File: config.mk
export PLATFORM = sky130hd
export DESIGN_NAME = rdt_timer
export DESIGN_NICKNAME = d
export VERILOG_FILES = /design/src/shared/rdt_pkg.sv /design/src/rtl/rdt_timer.sv
export SDC_FILE = /design/constraint.sdc
export NUM_CORES = 1
export LEC_CHECK = 0
export ABC_AREA = 1
export BUFFER_PORTS_ARGS = -buffer_cell sky130_fd_sc_hd__buf_2
export CORE_UTILIZATION = 40
export CTS_CLUSTER_DIAMETER = 40
export DETAILED_ROUTE_END_ITERATION = 12
export MAX_ROUTING_LAYER = met4
export SKIP_LAST_GASP = 1
export SLEW_MARGIN = 40
export SYNTH_ARGS = -nofsm -noshare
export SYNTH_HDL_FRONTEND = slang
export SYNTH_SLANG_ARGS = --single-unit
File: constraint.sdc
create_clock -name pclk -period 2.89 [get_ports pclk]
set_input_delay 0.1445 -clock pclk [delete_from_list [all_inputs] [get_ports pclk]]
set_output_delay 0.1445 -clock pclk [all_outputs]
set_load 0.02 [all_outputs]
File: src/shared/rdt_pkg.sv
// register map, field positions and reset values of the reload down timer
package rdt_pkg;
  localparam logic [7:0] ADDR_CLK = 8'h00;
  localparam logic [7:0] ADDR_MOD = 8'h04;
  localparam logic [7:0] ADDR_CTL = 8'h08;
  localparam logic [7:0] ADDR_RELOAD = 8'h0c;
  localparam logic [7:0] ADDR_COUNT = 8'h10;
  localparam logic [7:0] ADDR_FLAG = 8'h14;
  localparam logic [7:0] ADDR_IE = 8'h18;
  localparam int BIT_DEBUG_KEEP = 8;
  localparam int BIT_DIV_LO = 4;
  localparam int BIT_RUN = 8;
  localparam int BIT_PRESET = 1;
  localparam int BIT_ENABLE = 0;
  localparam logic [15:0] RESET_RELOAD = 16'hffff;
  localparam logic [15:0] RESET_COUNT = 16'hffff;
  localparam logic [1:0] SRC_INTERNAL = 2'h0;
  localparam logic [1:0] SRC_LOW = 2'h1;
  localparam logic [1:0] SRC_HIGH = 2'h2;
  localparam logic [1:0] SRC_EXT = 2'h3;
  typedef struct packed {
    logic debug_clock_keep;
    logic [3:0] prescale_code;
    logic [1:0] count_clock_source;
  } rdt_clk_cfg_t;
endpackage

File: src/rtl/rdt_timer.sv
// one channel of a 16-bit reloadable down timer with apb registers
// Summary of operation
// - debug keep bit keeps clock in debug
// - prescaler divides internal and high speed sources by 2^code
// - source field selects one of four clocks
// - source 3 uses event or external clock
// - absent sources refused on write; reset selects source 0 even if absent
// - mode bit one selects one-shot
// - run bit starts, stops, reads status
// - one-shot underflow clears run bit
// - preset copies reload, reads busy meanwhile
// - channel enable gates operating clock
// - reload loads on preset and underflow
// - counter register read only, reset ffff
// - underflow flag set, write one clears
// - enable bit gates underflow interrupt
// - counter decrements per tick, pulses underflow
// - repeat mode reloads and keeps counting
// - one-shot stops after reload on underflow
// - irq only when flag and enable set
`timescale 1ns/1ps
module rdt_timer #(
  parameter int CNT_W = 16,
  parameter bit HAS_INTERNAL = 1'b1,
  parameter bit HAS_LOW = 1'b1,
  parameter bit HAS_HIGH = 1'b1,
  parameter bit HAS_EXT = 1'b1,
  parameter bit HAS_EVENT = 1'b0
) (
  // clock and reset
  input wire logic pclk,
  input wire logic presetn,
  input wire logic clk_en,
  // apb slave
  input wire logic psel,
  input wire logic penable,
  input wire logic pwrite,
  input wire logic [7:0] paddr,
  input wire logic [31:0] pwdata,
  output logic [31:0] prdata,
  output logic pready,
  output logic pslverr,
  // source ticks, one-cycle enables synchronous to pclk (event input edge-detected), then cpu debug level
  input wire logic internal_oscillator,
  input wire logic low_speed_oscillator,
  input wire logic high_speed_oscillator,
  input wire logic external_clock_input,
  input wire logic event_count_input,
  input wire logic cpu_debug,
  // events
  output logic underflow_pulse,
  output logic irq
);
  rdt_pkg::rdt_clk_cfg_t clk_cfg;
  logic one_shot_select;
  logic run_bit;
  logic channel_enable;
  logic preset_busy;
  logic [CNT_W-1:0] reload_field;
  logic [CNT_W-1:0] count_field;
  logic underflow_flag_bit;
  logic underflow_enable_bit;
  logic [14:0] prescale_cnt;
  logic event_q;
  logic src_tick;
  logic channel_operating_clock;
  logic count_tick;
  logic uf_now;

  wire logic wr = psel && penable && pwrite && clk_en;

  function automatic logic src_ok(input logic [1:0] s);
    case (s)
      rdt_pkg::SRC_INTERNAL: src_ok = HAS_INTERNAL;
      rdt_pkg::SRC_LOW: src_ok = HAS_LOW;
      rdt_pkg::SRC_HIGH: src_ok = HAS_HIGH;
      default: src_ok = HAS_EXT || HAS_EVENT;
    endcase
  endfunction

  // source pick; external path stays undivided
  always_comb begin
    case (clk_cfg.count_clock_source)
      rdt_pkg::SRC_INTERNAL: src_tick = internal_oscillator;
      rdt_pkg::SRC_LOW: src_tick = low_speed_oscillator;
      rdt_pkg::SRC_HIGH: src_tick = high_speed_oscillator;
      default: src_tick = HAS_EVENT ? (event_count_input && !event_q) : external_clock_input;
    endcase
  end

  // clock gate: enable and debug hold
  assign channel_operating_clock = channel_enable && (!cpu_debug || clk_cfg.debug_clock_keep);
  wire logic div_done = (clk_cfg.count_clock_source == rdt_pkg::SRC_EXT) ||
    (clk_cfg.count_clock_source == rdt_pkg::SRC_LOW) ||
    (prescale_cnt == 15'((32'h1 << clk_cfg.prescale_code) - 1));
  assign count_tick = channel_operating_clock && src_tick && div_done;
  assign uf_now = count_tick && run_bit && (count_field == '0);

  always_ff @(posedge pclk or negedge presetn) begin
    if (!presetn) begin
      event_q <= 1'b0;
    end else if (clk_en) begin
      event_q <= event_count_input;
    end
  end

  // low speed source has no divider column, kept undivided
  always_ff @(posedge pclk or negedge presetn) begin
    if (!presetn) begin
      prescale_cnt <= '0;
    end else if (clk_en && channel_operating_clock && src_tick) begin
      prescale_cnt <= div_done ? '0 : prescale_cnt + 15'h1;
    end
  end

  always_ff @(posedge pclk or negedge presetn) begin
    if (!presetn) begin
      clk_cfg <= '0;
      one_shot_select <= 1'b0;
      channel_enable <= 1'b0;
      reload_field <= rdt_pkg::RESET_RELOAD;
      underflow_enable_bit <= 1'b0;
    end else if (wr) begin
      case (paddr)
        rdt_pkg::ADDR_CLK: begin
          clk_cfg.debug_clock_keep <= pwdata[rdt_pkg::BIT_DEBUG_KEEP];
          clk_cfg.prescale_code <= pwdata[rdt_pkg::BIT_DIV_LO +: 4];
          if (src_ok(pwdata[1:0])) begin
            clk_cfg.count_clock_source <= pwdata[1:0];
          end
        end
        rdt_pkg::ADDR_MOD: one_shot_select <= pwdata[0];
        rdt_pkg::ADDR_CTL: channel_enable <= pwdata[rdt_pkg::BIT_ENABLE];
        rdt_pkg::ADDR_RELOAD: reload_field <= pwdata[CNT_W-1:0];
        rdt_pkg::ADDR_IE: underflow_enable_bit <= pwdata[0];
        default: ;
      endcase
    end
  end

  // enable must already be set or come in the same write
  wire logic ctl_wr = wr && (paddr == rdt_pkg::ADDR_CTL);
  wire logic en_next = ctl_wr ? pwdata[rdt_pkg::BIT_ENABLE] : channel_enable;

  always_ff @(posedge pclk or negedge presetn) begin
    if (!presetn) begin
      run_bit <= 1'b0;
    end else if (clk_en) begin
      if (uf_now && one_shot_select) begin
        run_bit <= 1'b0;
      end else if (ctl_wr) begin
        run_bit <= pwdata[rdt_pkg::BIT_RUN] && en_next;
      end
    end
  end

  // preset takes one cycle; busy reads one meanwhile
  always_ff @(posedge pclk or negedge presetn) begin
    if (!presetn) begin
      preset_busy <= 1'b0;
    end else if (clk_en) begin
      preset_busy <= ctl_wr && pwdata[rdt_pkg::BIT_PRESET] && en_next;
    end
  end

  always_ff @(posedge pclk or negedge presetn) begin
    if (!presetn) begin
      count_field <= rdt_pkg::RESET_COUNT;
    end else if (clk_en) begin
      if (preset_busy || uf_now) begin
        count_field <= reload_field;
      end else if (count_tick && run_bit) begin
        count_field <= count_field - CNT_W'(1);
      end
    end
  end

  // set wins over a simultaneous clear
  always_ff @(posedge pclk or negedge presetn) begin
    if (!presetn) begin
      underflow_flag_bit <= 1'b0;
    end else if (clk_en) begin
      if (uf_now) begin
        underflow_flag_bit <= 1'b1;
      end else if (wr && paddr == rdt_pkg::ADDR_FLAG && pwdata[0]) begin
        underflow_flag_bit <= 1'b0;
      end
    end
  end

  always_ff @(posedge pclk or negedge presetn) begin
    if (!presetn) begin
      underflow_pulse <= 1'b0;
      irq <= 1'b0;
    end else if (clk_en) begin
      underflow_pulse <= uf_now;
      irq <= (underflow_flag_bit || uf_now) && (wr && paddr == rdt_pkg::ADDR_IE ? pwdata[0] :
        underflow_enable_bit) && !(wr && paddr == rdt_pkg::ADDR_FLAG && pwdata[0] && !uf_now);
    end
  end

  // zero wait state slave; reserved bits read zero
  always_ff @(posedge pclk or negedge presetn) begin
    if (!presetn) begin
      prdata <= '0;
      pready <= 1'b0;
      pslverr <= 1'b0;
    end else if (clk_en) begin
      pready <= psel && !penable;
      pslverr <= psel && !penable && paddr > rdt_pkg::ADDR_IE;
      prdata <= '0;
      if (psel && !penable && !pwrite) begin
        case (paddr)
          rdt_pkg::ADDR_CLK: prdata <= {23'h0, clk_cfg.debug_clock_keep,
            clk_cfg.prescale_code, 2'h0, clk_cfg.count_clock_source};
          rdt_pkg::ADDR_MOD: prdata <= {31'h0, one_shot_select};
          rdt_pkg::ADDR_CTL: prdata <= {23'h0, run_bit, 6'h0, preset_busy, channel_enable};
          rdt_pkg::ADDR_RELOAD: prdata <= 32'(reload_field);
          rdt_pkg::ADDR_COUNT: prdata <= 32'(count_field);
          rdt_pkg::ADDR_FLAG: prdata <= {31'h0, underflow_flag_bit};
          rdt_pkg::ADDR_IE: prdata <= {31'h0, underflow_enable_bit};
          default: prdata <= '0;
        endcase
      end
    end
  end

  a_oneshot_stop: assert property (@(posedge pclk) disable iff (!presetn)
    clk_en && uf_now && one_shot_select |=> !run_bit)
    else $error("one-shot underflow left run set");
  a_reload_load: assert property (@(posedge pclk) disable iff (!presetn)
    clk_en && uf_now |=> count_field == $past(reload_field))
    else $error("underflow did not reload");
  a_flag_set: assert property (@(posedge pclk) disable iff (!presetn)
    clk_en && uf_now |=> underflow_flag_bit)
    else $error("underflow flag not set");
  a_irq_gate: assert property (@(posedge pclk) disable iff (!presetn)
    irq |-> $past(underflow_flag_bit || uf_now))
    else $error("irq without cause");
  a_preset_done: assert property (@(posedge pclk) disable iff (!presetn)
    clk_en && preset_busy |=> count_field == $past(reload_field) && (!clk_en || !preset_busy))
    else $error("preset did not complete");
  a_count_down: assert property (@(posedge pclk) disable iff (!presetn)
    clk_en && count_tick && run_bit && !preset_busy && count_field != '0
    |=> count_field == $past(count_field) - 1'b1)
    else $error("counter did not decrement");
  a_gate_off: assert property (@(posedge pclk) disable iff (!presetn)
    clk_en && !channel_enable && !preset_busy |=> $stable(count_field))
    else $error("counter moved while disabled");
  a_count_ro: assert property (@(posedge pclk) disable iff (!presetn)
    clk_en && wr && paddr == rdt_pkg::ADDR_COUNT && !uf_now && !count_tick && !preset_busy
    |=> $stable(count_field))
    else $error("counter register was written");

  // low enable must freeze every piece of state, bus side included
  a_freeze_hold: assert property (@(posedge pclk) disable iff (!presetn)
    !clk_en |=> $stable(count_field) && $stable(run_bit) && $stable(underflow_flag_bit)
    && $stable(prdata))
    else $error("state moved while clock enable low");
  // irq follows the next flag and enable together, so no lag to allow for
  a_irq_level: assert property (@(posedge pclk) disable iff (!presetn)
    irq == (underflow_flag_bit && underflow_enable_bit))
    else $error("irq differs from flag and enable");
  // run can only be seen set with the channel enabled
  a_run_enable: assert property (@(posedge pclk) disable iff (!presetn)
    $rose(run_bit) |-> channel_enable)
    else $error("run set without channel enable");
  // writing zero to run always stops the count
  a_ctl_stop: assert property (@(posedge pclk) disable iff (!presetn)
    ctl_wr && !pwdata[rdt_pkg::BIT_RUN] |=> !run_bit)
    else $error("run not cleared by write");
  // absent sources are refused at the write
  a_source_legal: assert property (@(posedge pclk) disable iff (!presetn)
    src_ok(clk_cfg.count_clock_source))
    else $error("absent clock source selected");
  // stopped counter only moves on a preset
  a_idle_hold: assert property (@(posedge pclk) disable iff (!presetn)
    clk_en && !run_bit && !preset_busy |=> $stable(count_field))
    else $error("stopped counter moved");
  // pulse is what another peripheral may take as a clock
  a_pulse_out: assert property (@(posedge pclk) disable iff (!presetn)
    clk_en && uf_now |=> underflow_pulse)
    else $error("underflow pulse missing");
  // zero wait state: ready always answers the setup cycle
  a_pready_answer: assert property (@(posedge pclk) disable iff (!presetn)
    clk_en && psel && !penable |=> pready)
    else $error("ready not raised in access cycle");
  // offsets above the IE register answer with an error, never a hang
  a_slverr_range: assert property (@(posedge pclk) disable iff (!presetn)
    clk_en && psel && !penable && paddr > rdt_pkg::ADDR_IE |=> pslverr)
    else $error("no error for unmapped offset");
  // clear only loses to a same-cycle underflow
  a_flag_clear: assert property (@(posedge pclk) disable iff (!presetn)
    clk_en && wr && paddr == rdt_pkg::ADDR_FLAG && pwdata[0] && !uf_now
    |=> !underflow_flag_bit)
    else $error("flag not cleared by write one");
  // busy must be visible for the cycle of the copy
  a_preset_busy: assert property (@(posedge pclk) disable iff (!presetn)
    ctl_wr && pwdata[rdt_pkg::BIT_PRESET] && en_next |=> preset_busy)
    else $error("preset busy not raised");
  // debug without keep withholds the counting clock
  a_debug_hold: assert property (@(posedge pclk) disable iff (!presetn)
    clk_en && cpu_debug && !clk_cfg.debug_clock_keep && !preset_busy |=> $stable(count_field))
    else $error("counter moved in debug");
endmodule

Word level (Yosys, flattened, before mapping)
Cells that the tools add are included.

storage, ports and cells
  logic and storage cells = 95
  input bits = 52
  output and inout port bits = 36
  flip-flop bits (word level) = 96

operators by class
  reductions and logical operators = 49
  $lt $le $gt $ge = 1
  equal/unequal tests = 10
  $add $sub $neg = 3
  mux-type cells = 14
  shifts and indexed selects = 1

operators with widths
  operator                                                               number
  16-bit one-hot mux with 7 select lines                                 1
  16-bit two-way mux                                                     3
  8-bit by 5-bit == test with 1-bit output (second input constant)       3
  1-bit logical AND                                                      24
  8-bit by 4-bit == test with 1-bit output (second input constant)       2
  16-bit logical NOT                                                     1
  2-bit AND reduction                                                    8
  16-bit by 1-bit subtractor with 16-bit output (second input constant)  1
  15-bit by 1-bit adder with 15-bit output (second input constant)       1
  15-bit == test                                                         1
  15-bit two-way mux                                                     1
  1-bit by 4-bit << shifter with 15-bit output (first input constant)    1
  15-bit by 1-bit subtractor with 15-bit output (second input constant)  1
  8-bit by 3-bit == test with 1-bit output (second input constant)       1
  8-bit by 5-bit > comparator with 1-bit output (second input constant)  1
  8-bit logical NOT                                                      1
  1-bit two-way mux                                                      8
  2-bit nonzero test                                                     3
  1-bit logical NOT                                                      5
  1-bit logical OR                                                       5
  2-bit == test (second input constant)                                  2
  1-bit one-hot mux with 3 select lines                                  1
  3-bit AND reduction                                                    1
  2-bit by 1-bit == test with 1-bit output (second input constant)       1
  2-bit logical NOT                                                      1

Logic depth before layout (Yosys ltp)
  depth after elaboration = 11
  mapped depth = 21
  mapped depth without buffers = 19

Worst setup path before layout
No wires, ideal clock.

  path kind = register -> register
  start = register clk_cfg[5] (netlist bit)
  end = register count_field[5]
  library setup time = 0.076 ns
  stages on the path, launching flop included = 22
  buffers on the path = 2
  period minus slack after synthesis = 2.420 ns
  required time = 2.814 ns
  data arrival time = 2.344 ns
  path slack = 0.470 ns
  path through = dfrtp_1 > buf_2 > nor2_4 > nand2_1 > ha_1 > inv_1 > nand2_1 > nand2_1 > inv_1 > nand2_1 > nand3_1 > nor2_1 > nand2_1 > nor2_2 > nand3_2 > nand2_4 > nand2_4 > a21oi_4 > inv_4 > buf_6 > nand2_1 > nand2_1

between the ends
  word-level cells in the longest chain between the ends = 10
  elaborated cells on any way between the ends = 11
  classes of those cells = add/sub: 1; eq/ne: 1; shift: 1; mux: 1; reduce/logical: 7

ends and longest elaborated chain
  element                                            RTL line                           RTL
  start, declared                                    rdt_timer.sv:54                    rdt_pkg::rdt_clk_cfg_t clk_cfg;
  1-bit by 4-bit << shifter with 15-bit output (*)   rdt_timer.sv:95                    (prescale_cnt == 15'((32'h1 << clk_cfg.prescale_code) - 1));
  15-bit by 1-bit subtractor with 15-bit output (*)  rdt_timer.sv:95
  15-bit == test (*)                                 rdt_timer.sv:95
  1-bit logical OR (*)                               rdt_timer.sv:94                    (clk_cfg.count_clock_source == rdt_pkg::SRC_LOW) ||
  1-bit logical AND (*)                              rdt_timer.sv:96                    assign count_tick = channel_operating_clock && src_tick && div_done;
  1-bit logical AND (*)                              rdt_timer.sv:97, rdt_timer.sv:172
  1-bit logical AND                                  rdt_timer.sv:97                    assign uf_now = count_tick && run_bit && (count_field == '0);
  1-bit logical OR                                   rdt_timer.sv:170                   if (preset_busy || uf_now) begin
  2-bit nonzero test (no source line)                -
  2-bit AND reduction (no source line)               -
  end signal, assigned                               rdt_timer.sv:168                   count_field <= rdt_pkg::RESET_COUNT;
  end signal, assigned                               rdt_timer.sv:171                   count_field <= reload_field;
  end signal, assigned                               rdt_timer.sv:173                   count_field <= count_field - CNT_W'(1);
  end, declared                                      rdt_timer.sv:60                    logic [CNT_W-1:0] count_field;

Every way passes the cells marked *; elsewhere a longest branch is shown, timed or not.
A chain may end at the register's enable or synchronous reset.

Worst setup path in the final report
  start = register clk_cfg[2] (netlist bit)
  end = register count_field[3]

The elaborated chain is that of the path after synthesis.

==> flow_summary.ini <==
[status]
status = finished clean

[drt]
drt_first_pass_iters = 4
initialDrtViolationCount = 227
ant_nets = 0
finalWirelength_um = 12500
drc = 0
wire_per_inst_um = 14.2
vias_per_cell = 5.01
vias = 4426

[sta]
fmax_mhz = 375
hold_slack_ps = 17.3
rsz0062_at_grt = false
hold_viol = 0
fin_crit_sh = 0.922
tns_ps = 0
max_slew_margin = 0.508
min_period_ps = 2660
setup_viol = 0
setup_ws_ps = 227
clock_skew_ps = 10.6
worst_pin_slew_ps = 738
drv_slew = 0

[floorplan]
core_area_sq_mm = 0.0120
initial_core_util = 0.411
dieHeight_um = 113
die_area_sq_mm = 0.0128
die_x_um = 113
ios = 88
rows = 40

[clocking]
numClockSinks = 80
h-tree-depth = 3
cts_buffers = 9
ctsResizeCount = 0
postCtsHoldBufs = 1
post-cts-setup-buffers = 0
clock_latency_ps = 350
tritoncts = done
clk_pin_slew_ps = 60
clockBufferDepth = 2
root_buffer = clkbuf_16

[final_layout]
final_cell_mix = nand2_1 (169), inv_1 (100), nand3_1 (62)
antenna_cells = 0
drive_above_1_share = 0.198
final_cells = 884
fin_util = 0.474
nets = 787
final_common_cell = nand2_1
stdcell_area_sq_mm = 0.00570
synthToLayoutAreaGrowth_pct = 15.2
fillers = 1218

[yosys]
synth_compound_area_frac = 0.118
synth_mux_area_frac = 0
async_flop_share = 1.00
synth_xor_area_frac = 0.0354
ys_ff_latch = 80
ys.warnings.count = 0
synth_edf_count = 0
synth_top_area_cell = dfrtp_1
synthAdderAreaFrac = 0.00759
ys_seq_area_frac = 0.413
syn-cell-area_sq_mm = 0.00494
synthSimpleGateAreaFrac = 0.303
avgSynthCellArea_sq_um = 7.39
synthCells = 669
synth_top_family_by_area = simple AND/OR/NAND/NOR gates
ys_types = 45
synthDominantCellAreaShare = 0.243
synth-main-ff-cell = dfrtp_1
synthTopCellsByArea = dfrtp_1 (24%), dfstp_2 (17%), nand2_1 (13%)

[flow_run]
max_cap_viol_count = 0

[global_routing]
grt_overflow_total = 0
track_usage = 0.217
grt_pass1_vias = 4232
grt_max_degree = 74
antenna_found_initial = 0
grt_pass1_wl_um = 21000

[pwr]
power.total_mw = 3.03
p_comb_frac = 0.162
power_leakage_nw = 2.90
irDropWorstVdd_v = 0.000216
power.share.sequential = 0.442
pwr-share-clk = 0.396
netSwitchingFraction = 0.288
p_per_area_mw_per_mm2 = 533
intPower_mw = 2.16
p_sw_mw = 0.873

[worst_setup_path]
end_kind = flip-flop
worstPathMaxFanout = 6
r2r_slack_ps = 230
endpoint = count_field[3]$_DFFE_PN1P_
crit_type = reg -> reg
critPathArrivalTime_ps = 2960
r2r_cells = 19
r2r-start = clk_cfg[2]$_DFFE_PN0P_
crit_required_ps = 3190
startpoint = clk_cfg[2]$_DFFE_PN0P_
startpoint_type = flip-flop
r2r_end = count_field[3]$_DFFE_PN1P_

[hold_path]
hold_path.class = in -> reg

[placed_design]
hpwl_um = 9250
gp_congestion = 0.887
dpl.cell_count = 867
pre_cts_ws_ps = 240
io_buffers = 54
placed_cell_area_sq_mm = 0.00537
==> how the worst min path moves through the flow <==
| stage | slack [ps] | endpoint | depth (start not counted) | start |
|---|---|---|---|---|
| 2_1_floorplan | -150 | channel_enable$_DFFE_PN0P_ | 0 | presetn |
| 3_3_place_gp | 340 | prescale_cnt[12]$_DFFE_PN0P_ | 1 | presetn |
| 3_5_place_dp | 210 | prescale_cnt[9]$_DFFE_PN0P_ | 1 | presetn |
| 4_1_cts | 10 | reload_field[12]$_DFFE_PN1P_ | 3 | pwdata[12] |
| 5_1_grt | 20 | reload_field[2]$_DFFE_PN1P_ | 3 | pwdata[2] |
| 6_report | 20 | reload_field[14]$_DFFE_PN1P_ | 3 | pwdata[14] |
==> final cells by class <==
| cell class | count | area [sq um] | area share |
|---|---|---|---|
| multi-input combinational | 467 | 2350 | 0.413 |
| sequential | 80 | 2040 | 0.359 |
| timing repair buffer | 69 | 404 | 0.0710 |
| inverter | 105 | 397 | 0.0696 |
| clock buffer | 12 | 268 | 0.0470 |
| tap | 147 | 184 | 0.0323 |
| clock inverter | 4 | 50.0 | 0.00879 |
==> layer usage <==
layer  vias up  routed length (um)  track usage
met5         -                   0            -
met4         0                 228       0.0833
met3        14                 457       0.0386
met2        85                5830        0.333
met1      2079                6030        0.286
li1       2248                   -            -
==> flip-flops by register name, indices dropped and copies added (netlist names) <==
name,cells
clk_cfg,7
preset_busy,1
count_field,16
underflow_enable_bit,1
irq,1
prescale_cnt,15
run_bit,1
one_shot_select,1
prdata,16
reload_field,16
pslverr,1
underflow_pulse,1
channel_enable,1
pready,1
underflow_flag_bit,1
==> power by group through the flow <==
stage	registers [mW]	logic, mW	clock network, mW
2_1_floorplan	1.32	0.382	0
3_3_place_gp	1.35	0.478	0
3_5_place_dp	1.36	0.490	0
4_1_cts	1.34	0.494	1.24
5_1_grt	1.35	0.565	1.28
6_report	1.34	0.490	1.20
==> kinds of logic after synthesis <==
group,after synthesis
xor gates and xnor gates,20
AOI/OAI and AO/OA,97
other,1
buffers and inverters,137
and+or+nand+nor,331
adders and majority gates,3
DFF,80
==> Yosys cell counts (3+ instances only) <==
master and number:
nor3_1 12, nand3_1 62, dfstp_2 32, nor4_1 3
buf_4 17, dfrtp_1 48, inv_1 100, buf_6 3
nand4_1 7, o21ai_0 35, a21oi_1 21, xor2_1 19
clkbuf_1 8, a22o_1 9, nor2_2 3, o22ai_1 15
o21ai_1 6, nor2_1 50, nand3_2 7, inv_2 4
nand2_2 5, nand2_1 169, ha_1 3
==> critical path, stage by stage (launching register included) <==
cell	delay, ps
dfrtp_1	450
nor2_4	200
nand2_1	100
ha_1	270
inv_1	110
nand2_1	60
nand2_1	80
inv_1	40
nand2_1	50
nand3_1	60
nor2_1	100
nand2_1	70
nor2_2	140
nand3_2	100
nand2_4	110
nand2_4	60
a21oi_4	270
buf_4	200
nand3_1	80
nand2_1	60
(Power assumes the default switching activity.)
